===== src/hw/cds_pkg.sv =====
// constants, field layouts and carrier types for the cpu slowdown and module gating block
package cds_pkg;

  // register port geometry
  localparam int CDS_ADDR_W = 4;
  localparam int CDS_DATA_W = 16;

  // peripheral modules under control
  localparam int CDS_NMOD = 5;
  localparam int CDS_MOD_TIMER = 0;
  localparam int CDS_MOD_SERIAL = 1;
  localparam int CDS_MOD_CAPTURE = 2;
  localparam int CDS_MOD_COMPARE = 3;
  localparam int CDS_MOD_CALENDAR = 4;
  // capture, compare and calendar have no function enable bit
  localparam logic [CDS_NMOD-1:0] CDS_HAS_FEN = 5'h03;

  // register offsets (word index on the plain port)
  localparam logic [CDS_ADDR_W-1:0] CDS_ADR_CLOCK_DIVIDER_CONTROL = 4'h0;
  localparam logic [CDS_ADDR_W-1:0] CDS_ADR_PERIPHERAL_MODULE_DISABLE = 4'h1;
  localparam logic [CDS_ADDR_W-1:0] CDS_ADR_FUNCTION_ENABLE = 4'h2;
  localparam logic [CDS_ADDR_W-1:0] CDS_ADR_STOP_IN_IDLE = 4'h3;
  localparam logic [CDS_ADDR_W-1:0] CDS_ADR_STATUS = 4'h4;

  // clock_divider_control field positions
  localparam int CDS_BIT_RECOVER_ON_INTERRUPT = 15;
  localparam int CDS_RATIO_MSB = 14;
  localparam int CDS_RATIO_LSB = 12;
  localparam int CDS_BIT_SLOWDOWN_ENABLE = 11;

  // status field positions
  localparam int CDS_STAT_IDLE = 0;
  localparam int CDS_STAT_ACTIVE = 1;
  localparam int CDS_STAT_RATIO_LSB = 8;

  // reset values
  localparam logic [2:0] CDS_RATIO_RST = 3'h0;
  localparam logic [CDS_NMOD-1:0] CDS_MOD_RST = 5'h00;
  localparam logic [7:0] CDS_CNT_ZERO = 8'h00;
  localparam logic [CDS_DATA_W-1:0] CDS_DATA_ZERO = 16'h0000;

  // divider reload (ratio minus one) for settings 7 down to 0: 1:256 .. 1:1
  localparam logic [7:0][7:0] CDS_RELOAD_TAB = {8'hFF, 8'h3F, 8'h1F, 8'h0F, 8'h07, 8'h03, 8'h01, 8'h00};

  // clock_divider_control contents
  typedef struct packed {
    logic recover_on_interrupt;
    logic [2:0] ratio;
    logic en;
  } cds_clock_divider_control_s;

  localparam cds_clock_divider_control_s CDS_CLOCK_DIVIDER_CONTROL_RST = '{recover_on_interrupt: 1'b0, ratio: CDS_RATIO_RST, en: 1'b0};

  // cpu execution state
  typedef enum logic [1:0] {
    CDS_ST_RUN = 2'b01,
    CDS_ST_IDLE = 2'b10
  } cds_state_e;

endpackage


===== src/hw/cds_top.sv =====
// cpu slowdown clock divider with per-module clock gating, function enable and stop-in-idle
//
// Design decisions made here: the register offsets and the plain strobed port.
`timescale 1ns/10ps

// Operation
// - setting cpu_slowdown_enable (bit 11) turns on slowed cpu clocking
// - cpu_slowdown_ratio bits 14:12 select the peripheral to cpu clock ratio
// - eight ratios from 1:1 to 1:256; 1:1 after reset
// - system clock keeps running unchanged; only the cpu clock is divided
// - peripherals keep full-rate clocking while the cpu is slowed
// - divided cpu clock stays phase-locked to the peripheral clock
// - with recover_on_interrupt (bit 15) set, an interrupt restores full cpu speed
// - with recover_on_interrupt clear, interrupts leave slowdown settings untouched
// - module_clock_gate removes every clock from that module
// - a gated module ignores register writes; its reads are undefined
// - clearing module_function_enable halts the module but keeps registers accessible
// - capture, compare and calendar modules have no function enable
// - module_stop_in_idle set halts the module on entering idle
// - with stop-in-idle clear, modules keep working during idle
// - idle stops cpu execution while the system clock keeps running
module cds_top (
  // clock and reset
  input wire logic ref_clk_i,
  input wire logic rst_i,
  // register port
  input wire logic [cds_pkg::CDS_ADDR_W-1:0] reg_addr_i,
  input wire logic [cds_pkg::CDS_DATA_W-1:0] reg_wdata_i,
  input wire logic reg_wr_i,
  input wire logic reg_rd_i,
  output logic [cds_pkg::CDS_DATA_W-1:0] reg_rdata_o,
  // cpu events, same clock domain
  input wire logic idle_req_i,
  input wire logic irq_i,
  // clock enables and module controls
  output logic cpu_clk_en_o,
  output logic [cds_pkg::CDS_NMOD-1:0] periph_clk_en_o,
  output logic [cds_pkg::CDS_NMOD-1:0] mod_reg_access_o,
  output logic [cds_pkg::CDS_NMOD-1:0] mod_run_o,
  output logic cpu_idle_o
);

  // software-visible configuration
  cds_pkg::cds_clock_divider_control_s clock_divider_control_r;
  cds_pkg::cds_clock_divider_control_s clock_divider_control_nxt;
  logic [cds_pkg::CDS_NMOD-1:0] gate_r;
  logic [cds_pkg::CDS_NMOD-1:0] gate_nxt;
  logic [cds_pkg::CDS_NMOD-1:0] fen_r;
  logic [cds_pkg::CDS_NMOD-1:0] fen_nxt;
  logic [cds_pkg::CDS_NMOD-1:0] sidl_r;
  logic [cds_pkg::CDS_NMOD-1:0] sidl_nxt;
  logic [cds_pkg::CDS_DATA_W-1:0] rdata_r;
  logic [cds_pkg::CDS_DATA_W-1:0] rdata_nxt;

  // divider and execution state
  logic [7:0] cnt_r;
  logic [7:0] cnt_nxt;
  logic act_en_r;
  logic act_en_nxt;
  logic [2:0] act_ratio_r;
  logic [2:0] act_ratio_nxt;
  logic cpu_en_r;
  logic cpu_en_nxt;
  cds_pkg::cds_state_e st_r;
  cds_pkg::cds_state_e st_nxt;
  logic idle_r;
  logic idle_nxt;

  // module-side outputs
  logic [cds_pkg::CDS_NMOD-1:0] pclk_r;
  logic [cds_pkg::CDS_NMOD-1:0] pclk_nxt;
  logic [cds_pkg::CDS_NMOD-1:0] acc_r;
  logic [cds_pkg::CDS_NMOD-1:0] acc_nxt;
  logic [cds_pkg::CDS_NMOD-1:0] run_r;
  logic [cds_pkg::CDS_NMOD-1:0] run_nxt;

  logic boundary;
  logic [cds_pkg::CDS_DATA_W-1:0] status_w;

  // a period boundary is the cycle the divider count sits at zero
  assign boundary = (cnt_r == cds_pkg::CDS_CNT_ZERO);

  // status word shows the settings actually in force, not the requested ones
  always_comb begin
    status_w = cds_pkg::CDS_DATA_ZERO;
    status_w[cds_pkg::CDS_STAT_IDLE] = (st_r == cds_pkg::CDS_ST_IDLE);
    status_w[cds_pkg::CDS_STAT_ACTIVE] = act_en_r;
    status_w[cds_pkg::CDS_STAT_RATIO_LSB +: 3] = act_ratio_r;
  end

  // register writes and reads
  always_comb begin
    clock_divider_control_nxt = clock_divider_control_r;
    gate_nxt = gate_r;
    fen_nxt = fen_r;
    sidl_nxt = sidl_r;
    rdata_nxt = cds_pkg::CDS_DATA_ZERO;
    if (reg_wr_i) begin
      case (reg_addr_i)
        cds_pkg::CDS_ADR_CLOCK_DIVIDER_CONTROL: begin
          clock_divider_control_nxt.en = reg_wdata_i[cds_pkg::CDS_BIT_SLOWDOWN_ENABLE];
          clock_divider_control_nxt.ratio = reg_wdata_i[cds_pkg::CDS_RATIO_MSB:cds_pkg::CDS_RATIO_LSB];
          clock_divider_control_nxt.recover_on_interrupt = reg_wdata_i[cds_pkg::CDS_BIT_RECOVER_ON_INTERRUPT];
        end
        cds_pkg::CDS_ADR_PERIPHERAL_MODULE_DISABLE: begin
          gate_nxt = reg_wdata_i[cds_pkg::CDS_NMOD-1:0];
        end
        cds_pkg::CDS_ADR_FUNCTION_ENABLE: begin
          // no enable bit for capture, compare, calendar
          fen_nxt = reg_wdata_i[cds_pkg::CDS_NMOD-1:0] & cds_pkg::CDS_HAS_FEN;
        end
        cds_pkg::CDS_ADR_STOP_IN_IDLE: begin
          sidl_nxt = reg_wdata_i[cds_pkg::CDS_NMOD-1:0];
        end
        default: begin
          clock_divider_control_nxt = clock_divider_control_r;
        end
      endcase
    end
    // interrupt drops slowdown; it wins over a same-cycle write
    // without recover_on_interrupt the settings are left alone
    if (irq_i && clock_divider_control_r.recover_on_interrupt) begin
      clock_divider_control_nxt.en = 1'b0;
    end
    if (reg_rd_i) begin
      case (reg_addr_i)
        cds_pkg::CDS_ADR_CLOCK_DIVIDER_CONTROL: begin
          rdata_nxt[cds_pkg::CDS_BIT_RECOVER_ON_INTERRUPT] = clock_divider_control_r.recover_on_interrupt;
          rdata_nxt[cds_pkg::CDS_RATIO_MSB:cds_pkg::CDS_RATIO_LSB] = clock_divider_control_r.ratio;
          rdata_nxt[cds_pkg::CDS_BIT_SLOWDOWN_ENABLE] = clock_divider_control_r.en;
        end
        cds_pkg::CDS_ADR_PERIPHERAL_MODULE_DISABLE: begin
          rdata_nxt[cds_pkg::CDS_NMOD-1:0] = gate_r;
        end
        cds_pkg::CDS_ADR_FUNCTION_ENABLE: begin
          rdata_nxt[cds_pkg::CDS_NMOD-1:0] = fen_r;
        end
        cds_pkg::CDS_ADR_STOP_IN_IDLE: begin
          rdata_nxt[cds_pkg::CDS_NMOD-1:0] = sidl_r;
        end
        cds_pkg::CDS_ADR_STATUS: begin
          rdata_nxt = status_w;
        end
        default: begin
          rdata_nxt = cds_pkg::CDS_DATA_ZERO;
        end
      endcase
    end
  end

  // configuration registers; ratio resets to 1:1
  always_ff @(posedge ref_clk_i or posedge rst_i) begin
    if (rst_i) begin
      clock_divider_control_r <= cds_pkg::CDS_CLOCK_DIVIDER_CONTROL_RST;
      gate_r <= cds_pkg::CDS_MOD_RST;
      fen_r <= cds_pkg::CDS_MOD_RST;
      sidl_r <= cds_pkg::CDS_MOD_RST;
      rdata_r <= cds_pkg::CDS_DATA_ZERO;
    end else begin
      clock_divider_control_r <= clock_divider_control_nxt;
      gate_r <= gate_nxt;
      fen_r <= fen_nxt;
      sidl_r <= sidl_nxt;
      rdata_r <= rdata_nxt;
    end
  end

  // idle entry on request, wake on any interrupt
  always_comb begin
    st_nxt = st_r;
    case (st_r)
      cds_pkg::CDS_ST_RUN: begin
        if (idle_req_i && !irq_i) begin
          st_nxt = cds_pkg::CDS_ST_IDLE;
        end
      end
      cds_pkg::CDS_ST_IDLE: begin
        if (irq_i) begin
          st_nxt = cds_pkg::CDS_ST_RUN;
        end
      end
      default: begin
        st_nxt = cds_pkg::CDS_ST_RUN;
      end
    endcase
  end

  // divider: the count runs off the system clock, which is never touched,
  // so the cpu enable is always aligned to a peripheral clock edge
  always_comb begin
    cnt_nxt = cnt_r - 8'h01;
    act_en_nxt = act_en_r;
    act_ratio_nxt = act_ratio_r;
    if (boundary) begin
      // settings sampled only at a period boundary
      act_en_nxt = clock_divider_control_r.en;
      act_ratio_nxt = clock_divider_control_r.ratio;
      // ratio table; slowdown off means 1:1
      cnt_nxt = clock_divider_control_r.en ? cds_pkg::CDS_RELOAD_TAB[clock_divider_control_r.ratio] : cds_pkg::CDS_CNT_ZERO;
    end
    // cpu enable fires on system clock edges only
    cpu_en_nxt = boundary && (st_nxt == cds_pkg::CDS_ST_RUN);
    // idle flag kept in its own flop so the pin is not a decode of the state
    idle_nxt = (st_nxt == cds_pkg::CDS_ST_IDLE);
  end

  always_ff @(posedge ref_clk_i or posedge rst_i) begin
    if (rst_i) begin
      cnt_r <= cds_pkg::CDS_CNT_ZERO;
      act_en_r <= 1'b0;
      act_ratio_r <= cds_pkg::CDS_RATIO_RST;
      cpu_en_r <= 1'b0;
      st_r <= cds_pkg::CDS_ST_RUN;
      idle_r <= 1'b0;
    end else begin
      cnt_r <= cnt_nxt;
      act_en_r <= act_en_nxt;
      act_ratio_r <= act_ratio_nxt;
      cpu_en_r <= cpu_en_nxt;
      st_r <= st_nxt;
      idle_r <= idle_nxt;
    end
  end

  // per-module clock, register access and run controls
  generate
    for (genvar m = 0; m < cds_pkg::CDS_NMOD; m++) begin : g_mod
      always_comb begin
        // full-rate clock unless gated; slowdown never reaches here
        pclk_nxt[m] = !gate_nxt[m];
        acc_nxt[m] = !gate_nxt[m];
        // run needs clock, enable where present, and idle permission
        run_nxt[m] = !gate_nxt[m] && (fen_nxt[m] || !cds_pkg::CDS_HAS_FEN[m])
                     && !(sidl_nxt[m] && st_nxt == cds_pkg::CDS_ST_IDLE);
      end
    end
  endgenerate

  always_ff @(posedge ref_clk_i or posedge rst_i) begin
    if (rst_i) begin
      pclk_r <= ~cds_pkg::CDS_MOD_RST;
      acc_r <= ~cds_pkg::CDS_MOD_RST;
      run_r <= ~cds_pkg::CDS_HAS_FEN;
    end else begin
      pclk_r <= pclk_nxt;
      acc_r <= acc_nxt;
      run_r <= run_nxt;
    end
  end

  // outputs straight from flops
  assign reg_rdata_o = rdata_r;
  assign cpu_clk_en_o = cpu_en_r;
  assign periph_clk_en_o = pclk_r;
  assign mod_reg_access_o = acc_r;
  assign mod_run_o = run_r;
  assign cpu_idle_o = idle_r;
endmodule // cds_top


===== config.mk =====
export PLATFORM = sky130hd
export DESIGN_NAME = cds_top
export DESIGN_NICKNAME = d
export VERILOG_FILES = /design/src/hw/cds_pkg.sv /design/src/hw/cds_top.sv
export SDC_FILE = /design/constraint.sdc
export NUM_CORES = 1
export LEC_CHECK = 0
export ABC_AREA = 0
export ABC_CLOCK_PERIOD_IN_PS = 3400
export BUFFER_PORTS_ARGS = -buffer_cell sky130_fd_sc_hd__buf_2
export CORE_MARGIN = 10
export CORE_UTILIZATION = 55
export CTS_CLUSTER_SIZE = 10
export DETAILED_ROUTE_END_ITERATION = 10
export GPL_ROUTABILITY_DRIVEN = 0
export GPL_TIMING_DRIVEN = 0
export MAX_ROUTING_LAYER = met4
export PLACE_DENSITY = 0.82
export SLEW_MARGIN = 20
export SYNTH_ARGS = -nofsm -noshare
export SYNTH_HDL_FRONTEND = slang
export SYNTH_SLANG_ARGS = --single-unit

===== constraint.sdc =====
create_clock -name ref_clk_i -period 3.4 [get_ports ref_clk_i]
set_clock_uncertainty 0.05 [all_clocks]
set_input_delay 0.68 -clock ref_clk_i [delete_from_list [all_inputs] [get_ports ref_clk_i]]
set_output_delay 0.68 -clock ref_clk_i [all_outputs]
set_load 0.02 [all_outputs]

---- After elaboration in Yosys (flattened, before gate mapping) ----
Memories as Yosys holds them, arrays and structs flattened.
Cells that the tools add are included.
cells by class
  add/sub/neg operators ................... 1
  reduce and logical (&&, ||, !) cells .... 32
  mux-type cells .......................... 19
  order comparisons ....................... 1
  eq/ne operators ......................... 8
operators with widths
  kind                 number
  $mux 5               5
  $mux 8               3
  $pmux 5 s4           1
  $mux 16              1
  $logic_and 1x1->1    15
  $logic_not 1->1      11
  $eq 4x2->1 const B   2
  $logic_not 8->1      1
  $mux 2               4
  $sub 8x1->8 const B  1
  $mux 6               1
  $eq 2x1->1 const B   2
  $eq 2x2->1 const B   2
  $eq 4x1->1 const B   1
  $eq 4x3->1 const B   1
  $logic_not 4->1      1
  $lt 3x4->1 const B   1
  $pmux 2 s2           1
  $reduce_and 2->1     2
  $reduce_bool 2->1    2
  $mux 1               3
storage, ports and cells
  bits in read-only memories .............. 64
  memories ................................ 1
  word-level logic and storage cells ...... 77
  output and inout port bits .............. 33
  input bits .............................. 26
  register bits after elaboration ......... 59
memories
  name              words  bits a word  read ports  clocked after Yosys merged registers in  wr ports  RTL line        text
  (name not given)  8      8            1           0                                        0         cds_top.sv:199  cnt_nxt = clock_divider_control_r.en ? cds_pkg::CDS_RELOAD_TAB[clock_divider_control_r.ratio] : cds_pkg::CDS_C ...

---- Logic depth before layout (Yosys ltp) ----
Gate-level depths: netlist (run 1).
  word-level depth ........................ 8
  gate-level depth with buffers ........... 7
  depth with buffers taken out ............ 6

---- Worst setup path after synthesis (run 1) ----
No wires, ideal clock.
  path kind ............................... input -> register
  start point ............................. input port reg_addr_i[3] in the netlist's numbering
  end point ............................... register run_r, in the netlist mod_run_o[0]
  buffers on the path ..................... 1
  required time ........................... 3.263 ns
  path slack .............................. 1.605 ns
  setup time .............................. 0.087 ns
  stages on the path ...................... 5
  data arrival time ....................... 1.658 ns
  path through ............................ nor2_2 -> and4b_1 -> buf_6 -> mux2_4 -> a211oi_2
between the ends
  cells in the longest elaborated chain, start to end .. 6
  elaborated cells between the ends (all ways) .. 14
  those cells by class .................... 3 x eq/ne; 6 x mux; 5 x reduce/logical
RTL lines
  element                      RTL line        text
  start, declared              cds_top.sv:27   input wire logic [cds_pkg::CDS_ADDR_W-1:0] reg_addr_i,
  $eq 4x1->1                   cds_top.sv:99   case (reg_addr_i)
  $mux 5                       cds_top.sv:99
  $mux 5                       cds_top.sv:98   if (reg_wr_i) begin
  named net gate_nxt, one bit  cds_top.sv:47   logic [cds_pkg::CDS_NMOD-1:0] gate_nxt;
  $logic_not 1->1              cds_top.sv:233  run_nxt[m] = !gate_nxt[m] && (fen_nxt[m] || !cds_pkg::CDS_HAS_FEN[m])
  $logic_and 1x1->1            cds_top.sv:233
  $logic_and 1x1->1            cds_top.sv:234  && !(sidl_nxt[m] && st_nxt == cds_pkg::CDS_ST_IDLE);
  named net run_nxt, one bit   cds_top.sv:75   logic [cds_pkg::CDS_NMOD-1:0] run_nxt;
  end signal, assigned         cds_top.sv:243  run_r <= ~cds_pkg::CDS_HAS_FEN;
  end signal, assigned         cds_top.sv:247  run_r <= run_nxt;
  end, declared                cds_top.sv:74   logic [cds_pkg::CDS_NMOD-1:0] run_r;
The timed path passes the listed nets, and every way through them passes these cells.
A chain may end at the register's enable or synchronous reset.

---- Worst setup path after layout (run 1) ----
  start point ............................. register st_r[0]
  end point ............................... register run_r, in the netlist mod_run_o[1]
between the ends
  cells in the longest elaborated chain, start to end .. 6
  elaborated cells between the ends (all ways) .. 9
  those cells by class .................... 3 x eq/ne; 3 x mux; 3 x reduce/logical
RTL lines
  element                                   RTL line        text
  start, declared                           cds_top.sv:64   cds_pkg::cds_state_e st_r;
  start signal, assigned                    cds_top.sv:213  st_r <= cds_pkg::CDS_ST_RUN;
  start signal, assigned                    cds_top.sv:220  st_r <= st_nxt;
  $eq 2x2->1 or $eq 2x1->1 (tied branches)  cds_top.sv:171  case (st_r)
  $pmux 2 s2 *                              cds_top.sv:171
  named net st_nxt[1]                       cds_top.sv:65   cds_pkg::cds_state_e st_nxt;
  $eq 2x2->1 *                              -
  named net idle_nxt                        cds_top.sv:67   logic idle_nxt;
  $logic_and 1x1->1 *                       cds_top.sv:234
  $logic_not 1->1 *                         cds_top.sv:234
  $logic_and 1x1->1 *                       cds_top.sv:234
  named net run_nxt, one bit                cds_top.sv:75
The timed path passes the listed nets; every way through them passes the cells marked *.

==> results by stage, run 1 <==
Synthesis:
- The area share of the largest cell type after synthesis is 0.486.
- The cell taking the most area after synthesis is sky130_fd_sc_hd__dfrtp_1.
- By area the synthesized netlist is led by sky130_fd_sc_hd__dfrtp_1 49%, sky130_fd_sc_hd__dfstp_2 9.8%, sky130_fd_sc_hd__mux2_2 6.1%.
- For this run, the leading register cell type out of synthesis is sky130_fd_sc_hd__dfrtp_1.
- The synthesized netlist occupies a cell area of 2420 um2.
- Counting distinct cell types in the post-synthesis netlist gives 38.
- Of the synthesized area, sequential elements account for 0.584.
- The synthesized design contains 56 register bits.
- Counting flops with an async set or reset pin after synthesis yields a share of 1.00.
- The synthesized instance count is between 200 and 250.
- During synthesis, Yosys emitted a total of 0 warnings.
- Dividing the synthesized area by the synthesized cell count gives approximately 12 um2.
- The number of synthesized flops with an enable pin is 0.

Route:
- The wire length reported by the detailed router is between 4 and 5 mm.
- In the final routed layout, each cell accounts on average for 15.6 um.
- For this block, wires on met1 add up to roughly 2.1 mm.
- The detailed-router iteration count before antenna repair is 4.
- The count of nets left with antenna violations once routing finished came out at 0.
- The total met2 wirelength after detailed routing is 2.35 mm.
- After the first detailed-routing iteration, the DRC count stood at 135.
- The detailed router placed roughly 1600 vias in this run.
- The via density per instance is ~5.2.
- For this run, design rule violations remaining after detail routing come to 0.
- The wire length on met3 is approximately 330 um.
- In this run the top signal layer used is met4.

Timing:
- Setup slack closes at roughly 1400 ps.
- The count of final max-slew check failures is 0.
- Summed over all failing endpoints, the final setup total negative slack is 0 ps.
- Dividing the final minimum period by the clock period gives 0.581.
- Setup repair after global routing left no endpoint under its margin.
- Counting I/O delays and the setup requirement, the final critical path takes 1980 ps.
- The final hold violation count is 0.
- The highest attainable clock frequency is ~0.5 GHz.
- The setup violation total in the final timing report is 0.

Layout:
- The layout has about 320 filler cells.
- The library cell used most frequently in the layout, excluding fill and tap cells, is sky130_fd_sc_hd__buf_2.
- In the layout the commonest cells are 52 x sky130_fd_sc_hd__buf_2, 47 x sky130_fd_sc_hd__dfrtp_1, 17 x sky130_fd_sc_hd__inv_1.
- The cell area after layout is ~2900 um2.
- Summing all multi-input logic gate instances after layout gives around 850 um2.
- The layout cell share with drive strength beyond 1 is 0.372.
- The area growth from synthesis to final layout is 18.1%.
- 0 antenna diodes ended up in the layout.
- At the end of the flow, the number of nets in the layout was 289.
- The finished layout holds between 300 and 400 standard cells, fillers aside.
- Registers take 1410 um2.

Worst setup path:
- The element type at the critical path start is a flip-flop.
- The endpoint type of the worst setup path is a flip-flop.
- The critical path is of the reg2reg type.
- Along the worst path, the maximum fanout reaches 6.
- In this run the critical register-to-register path is launched from st_r[0]$_DFF_PP1_.
- The cell depth of the worst flop-to-flop path is 6.
- The register-to-register path setup slack is between 1000 and 1500 ps.
- At the worst endpoint, the arrival time is roughly 2100 ps.
- The endpoint identified for the worst register-to-register timing path is mod_run_o[1]$_DFF_PP0_.
- For the worst setup path, the data required time is ~3600 ps.

Global routing:
- The first global-routing pass estimated between 8 and 9 mm of wire.
- Entering global routing, the biggest net connects 37 pins.
- The total routing resource utilization after global routing is 0.146.
- The number of antenna violations at the first check in global routing came to 0.
- The total global routing overflow is 0.
- The number of global-route vias before repair was 1725.

Power and ir drop:
- Summed over all cells, the static leakage comes to ~0.0015 uW.
- The power per standard cell area is around 670 nW/um2.
- Total power for the finished layout comes to just under 2000 uW.
- Across the VDD grid, the largest voltage drop is between 0.0002 and 0.0003 V.

CTS:
- The number of clock buffers added by TritonCTS is 5.
- The CTS H-tree depth is 2.
- The post-CTS setup repair buffer count is 0.
- For this design, the CTS-stage hold fixing added 0 buffers.
- In this run the deepest clock path goes through 2 buffers.
- The post-CTS clock slew at the launch and capture registers of the worst setup and hold paths is 100 ps.
- The clock reaches the later pin of the worst-skew pair after between 300 and 400 ps.
- TritonCTS built the clock tree.
- The clock tree root driver cell is sky130_fd_sc_hd__clkbuf_8.
- The number of resized instances in the post-cts repair step is 0.
- Counting every sink on the clock net gives 56.

Run status:
- The flow ran to the end, and the final reports show no timing, DRC or antenna violations.

Die:
- For this design the top-level I/O count stands at between 50 and 60.
- The die height is ~86 um.
- The die covers around 7400 um2.
- After floorplanning, the core was sized to cover about 4300 um2.
- In this run the horizontal extent of the chip is 86.3 um.
- The initial cell density of the core is 0.563.
- The floorplan has 24 rows.

Run:
- Across the run, the number of max-cap violations was 0.

Placement:
- Once placement completed, the tool counted placed cells totaling between 300 and 400.
- Detailed placement ended at an HPWL of between 3 and 4 mm.
- The instance area after placement is 2760 um2.
- The worst setup slack after placement is about 1300 ps.
- The number of buffers added on ports is 49.

Hold path:
- The class of the worst hold path is in2async.
critical path, stage by stage, from the launching register on:
cell,delay (ps)
sky130_fd_sc_hd__dfstp_2,570
sky130_fd_sc_hd__inv_1,50
sky130_fd_sc_hd__ha_1,320
sky130_fd_sc_hd__o31ai_1,420
sky130_fd_sc_hd__and2_1,180
sky130_fd_sc_hd__buf_2,190
sky130_fd_sc_hd__a211oi_2,90
where the power goes:
group,internal (uW),leakage (uW),total [uW],switching [uW]
Sequential,847,0.000703,948,100
Combinational,257,0.000708,584,326
Clock,186,0.0000515,389,203
stage by stage:
stage	util	hold WS, ps
after global placement	0.637	395
after floorplan	-	369
final	0.665	311
after CTS	0.665	320
after global routing	0.665	330
after detailed placement	0.642	398
kinds of logic (layout without fill, tap and decap cells):
family	after synthesis	after routing	synth area share
compound gates	27	27	0.0802
flops	56	56	0.584
fa+ha+maj	3	3	0.0155
other cells	1	3	0.00155
mux	29	29	0.131
simple gates	48	48	0.105
xor+xnor	4	4	0.0145
buf+inv	33	91	0.0683
layout make-up:
class | instances | share of cell area
buffer | 15 | 0.0342
inverter | 18 | 0.0237
timing repair buffer | 50 | 0.0929
multi-input combinational | 114 | 0.297
tap | 52 | 0.0228
sequential | 56 | 0.495
clock buffer | 8 | 0.0350
how the worst max path moves through the flow:
stage	startpoint	to	slack, ps
6_report	st_r[0]$_DFF_PP1_	mod_run_o[1]$_DFF_PP0_	1420
4_1_cts	st_r[0]$_DFF_PP1_	mod_run_o[0]$_DFF_PP0_	1430
3_5_place_dp	reg_addr_i[3]	mod_run_o[0]$_DFF_PP0_	1320
2_1_floorplan	rst_i	act_en_r$_DFFE_PP0P_	1310
3_3_place_gp	rst_i	cpu_idle_o$_DFF_PP0_	710
5_1_grt	st_r[0]$_DFF_PP1_	mod_run_o[0]$_DFF_PP0_	1250
registers in the layout, summed over array words and instances, names as in the netlist:
| signal | count |
|---|---|
| mod_run_o | 5 |
| sidl_r | 5 |
| gate_r | 5 |
| cpu_idle_o | 1 |
| act_ratio_r | 3 |
| reg_rdata_o | 13 |
| cnt_r | 8 |
| st_r | 2 |
| mod_reg_access_o | 5 |
| cpu_clk_en_o | 1 |
| act_en_r | 1 |
| fen_r | 2 |
| clock_divider_control_r | 5 |
cells in the mapped netlist, types with 3 or more instances:
library cell	count
sky130_fd_sc_hd__clkbuf_1	3
sky130_fd_sc_hd__buf_4	8
sky130_fd_sc_hd__inv_1	18
sky130_fd_sc_hd__nand2b_1	3
sky130_fd_sc_hd__a22oi_1	3
sky130_fd_sc_hd__xnor2_1	3
sky130_fd_sc_hd__nand2_1	5
sky130_fd_sc_hd__and2_1	6
sky130_fd_sc_hd__dfrtp_1	47
sky130_fd_sc_hd__a21boi_1	3
sky130_fd_sc_hd__buf_2	3
sky130_fd_sc_hd__dfstp_2	9
sky130_fd_sc_hd__nand4_1	3
sky130_fd_sc_hd__mux2_2	13
sky130_fd_sc_hd__mux2i_1	14
sky130_fd_sc_hd__nor2b_1	4
sky130_fd_sc_hd__nor3_1	3
sky130_fd_sc_hd__nor2_1	14
sky130_fd_sc_hd__nand3_1	4
sky130_fd_sc_hd__a21oi_1	8
sky130_fd_sc_hd__ha_1	3
layer usage:
layer,global-route usage,vias up
met5,-,-
met4,0.0545,0
met3,0.0441,9
met2,0.225,60
met1,0.176,760
li1,-,786
Power figures use the tool's default switching activity.
==> inputs of run 2 (changes only) <==
--- a/config.mk
+++ b/config.mk
@@ -6,16 +6,16 @@
 export NUM_CORES = 1
 export LEC_CHECK = 0
 export ABC_AREA = 0
-export ABC_CLOCK_PERIOD_IN_PS = 3400
+export ABC_CLOCK_PERIOD_IN_PS = 1600
 export BUFFER_PORTS_ARGS = -buffer_cell sky130_fd_sc_hd__buf_2
 export CORE_MARGIN = 10
-export CORE_UTILIZATION = 55
+export CORE_UTILIZATION = 47
 export CTS_CLUSTER_SIZE = 10
 export DETAILED_ROUTE_END_ITERATION = 10
 export GPL_ROUTABILITY_DRIVEN = 0
 export GPL_TIMING_DRIVEN = 0
 export MAX_ROUTING_LAYER = met4
-export PLACE_DENSITY = 0.82
+export PLACE_DENSITY = 0.74
 export SLEW_MARGIN = 20
 export SYNTH_ARGS = -nofsm -noshare
 export SYNTH_HDL_FRONTEND = slang
==> constraint.sdc (replaced) <==
create_clock -name ref_clk_i -period 1.6 [get_ports ref_clk_i]
set_clock_uncertainty 0.05 [all_clocks]
set_input_delay 0.32 -clock ref_clk_i [delete_from_list [all_inputs] [get_ports ref_clk_i]]
set_output_delay 0.32 -clock ref_clk_i [all_outputs]
set_load 0.02 [all_outputs]
==> results by stage, run 2 (synthesis gave the netlist of run 1 again) <==
Global routing:
- The total overflow left after global routing is 0.
- The number of antenna violations at the first check in global routing was 0.
- Entering global routing, the biggest net connects 35 pins.
- The first global-routing pass estimated around 8.5 mm of wire.
- For this run, the total global-route usage over all layers was measured as 0.126.
- The number of global-route vias before repair was 1723.

Timing:
- Setup slack on the critical path of the routed design comes to -12.5 ps.
- At the pin with the least slew margin, the transition time is around 520 ps.
- The headroom to the max-slew limit is 0.655.
- The final period utilization is 1.01.
- The final hold violation count is 0.
- The setup TNS is -20.0 ps.
- The count of final max-slew check failures is 0.
- Setup repair after global routing could not meet its margin everywhere.
- For the finished layout, the period the worst path requires is 1610 ps.
- Setup violations remaining at the end of the flow were counted as 2.
- The highest attainable clock frequency is between 0.6 and 0.7 GHz.

Placement:
- After detailed placement, the total cell area comes to between 2000 and 3000 um2.
- The worst setup slack after placement is -169 ps.
- The number of buffers added on ports is between 40 and 50.
- The half-perimeter wire length after detailed placement is approximately 3.6 mm.

Worst setup path:
- The class of the most critical setup path is reg2reg.
- The data required time of the critical path is roughly 1700 ps.
- The beginning of the critical path is st_r[0]$_DFF_PP1_.
- The element type at the critical path start is a flip-flop.
- The endpoint type of the worst setup path is a flip-flop.
- The maximum fanout along the worst path is 6.
- STA puts the critical path data arrival time at about 1700 ps.
- The worst register-to-register path begins at st_r[0]$_DFF_PP1_.

Power and ir drop:
- Summed over all cells, the static leakage comes to 0.00149 uW.
- After layout, the design draws a total of ~4300 uW.
- The worst IR drop on VDD is between 0.0008 and 0.0009 V.
- The power per standard cell area is approximately 1400 nW/um2.

Die:
- The initial cell density of the core is 0.480.
- The die area is 8420 um2.
- The die height is slightly above 90 um.
- The total number of placement rows is 26.
- The placeable core area is 5040 um2.
- During I/O placement, the number of pins put on the boundary was 59.
- The die is approximately 92 um wide.

Layout:
- The library cell used most frequently in the layout, excluding fill and tap cells, is sky130_fd_sc_hd__buf_2.
- The top cell types in the final layout, fill and taps aside, are 50 x sky130_fd_sc_hd__buf_2, 47 x sky130_fd_sc_hd__dfrtp_1, 16 x sky130_fd_sc_hd__inv_1, 16 x sky130_fd_sc_hd__buf_4.
- After routing the design area is 2980 um2.
- The flip-flop count of the largest register, all copies and words added is 13.
- Measured on the finished design, the core utilization comes to 0.591.
- The area growth from synthesis to final layout is 23.2%.
- The net count of the finished layout is between 200 and 300.
- 0 antenna diodes ended up in the layout.
- In the final layout, the share of cells above drive strength 1 is 0.416.

Hold path:
- In this run the worst hold path is classified as in2async.

CTS:
- No sink is reached through more buffers than the 2 on the longest clock path.
- In this run the clock root is driven by a sky130_fd_sc_hd__clkbuf_8.
- Counting the buffers created by CTS gives 5.
- The CTS tree is built.
- The clock tree synthesis step divided the H-tree into 2 levels.
- The sink count of the clock tree is between 50 and 60.
- After clock tree synthesis, the clock-pin slew on the worst setup and hold paths is ~90 ps.
- The clock insertion delay at the later pin of the skew report is about 290 ps.
- Buffers inserted to repair hold after CTS numbered 0.

Run:
- The total of max-cap violations is 0.

Route:
- Detailed routing inserted a total of roughly 1600 vias.
- The average wire length per cell after detail routing is 14.6 um.
- For this block, the initial DRC count from the detailed router was slightly above 70.
- After detailed routing, the number of remaining DRC violations is 0.
- The wire length reported by the detailed router is about 4.9 mm.
- In the routed layout, each cell is associated on average with a via count of between 4 and 5.
- The detailed-router iteration count before antenna repair is 4.
- The post-detailed-route count of antenna-violating nets is 0.

Run status:
- The final reports fail on negative setup slack.
- The flow ran to the end, but the final reports show violations.
-- run 2: worst paths after layout --
| kind | to | slack (ps) | cells after the start |
|---|---|---|---|
| min | reg_rdata_o[0]$_DFF_PP0_ | 1 | 2 |
| min reg2reg | clock_divider_control_r[0]$_DFFE_PP0P_ | 420 | 1 |
| min in group ref_clk_i | mod_reg_access_o[2]$_DFF_PP1_ | 170 | 2 |
| max in group asynchronous | mod_run_o[3]$_DFF_PP1_ | 910 | 3 |
| max | mod_run_o[1]$_DFF_PP0_ | -10 | 5 |
| max reg2reg | mod_run_o[1]$_DFF_PP0_ | -10 | 5 |
-- run 2: metal layers --
layer  vias to the layer above  routed length [um]  share of wire  GRT usage
met1                       794                2140           0.44      0.153
met4                         0                  80          0.016     0.0360
li1                        795                   -              -          -
met5                         -                   0              0          -
met2                        37                2470           0.50      0.203
met3                         8                 218          0.044     0.0310
-- run 2: stage by stage --
stage / std cells / hold slack (ps)
floorplan: 203 / 347
global placement: 322 / 391
detailed placement: 323 / 337
CTS: 335 / 12.9
global route: 337 / 25.8
finish: 337 / 1.44
-- run 2: worst max-delay path, cell delays in order, from the launching register on --
cell and delay, ps:
sky130_fd_sc_hd__dfstp_2 560, sky130_fd_sc_hd__inv_2 50, sky130_fd_sc_hd__ha_4 250, sky130_fd_sc_hd__a311oi_4 270
sky130_fd_sc_hd__and2_4 240, sky130_fd_sc_hd__a211oi_2 80
-- run 2: power by group --
group	switching [uW]	total [uW]	internal, uW	leakage [uW]
Sequential	233	2030	1800	0.000703
Combinational	752	1480	729	0.000740
Clock	408	762	354	0.0000455
-- run 2: layout make-up --
type / count / area (um2)
Buffer: 14 / 95.1
Clock buffer: 8 / 90.1
Fill cell: 424 / 2060
Inverter: 18 / 71.3
Multi-Input combinational cell: 114 / 906
Sequential cell: 56 / 1410
Tap cell: 70 / 87.6
Timing Repair Buffer: 57 / 318
-- run 2: what timing repair did --
action,in CTS,in global routing
setup endpoints to repair,14,13
setup buffers,5,2
resized for setup,7,3
pin swaps,4,1
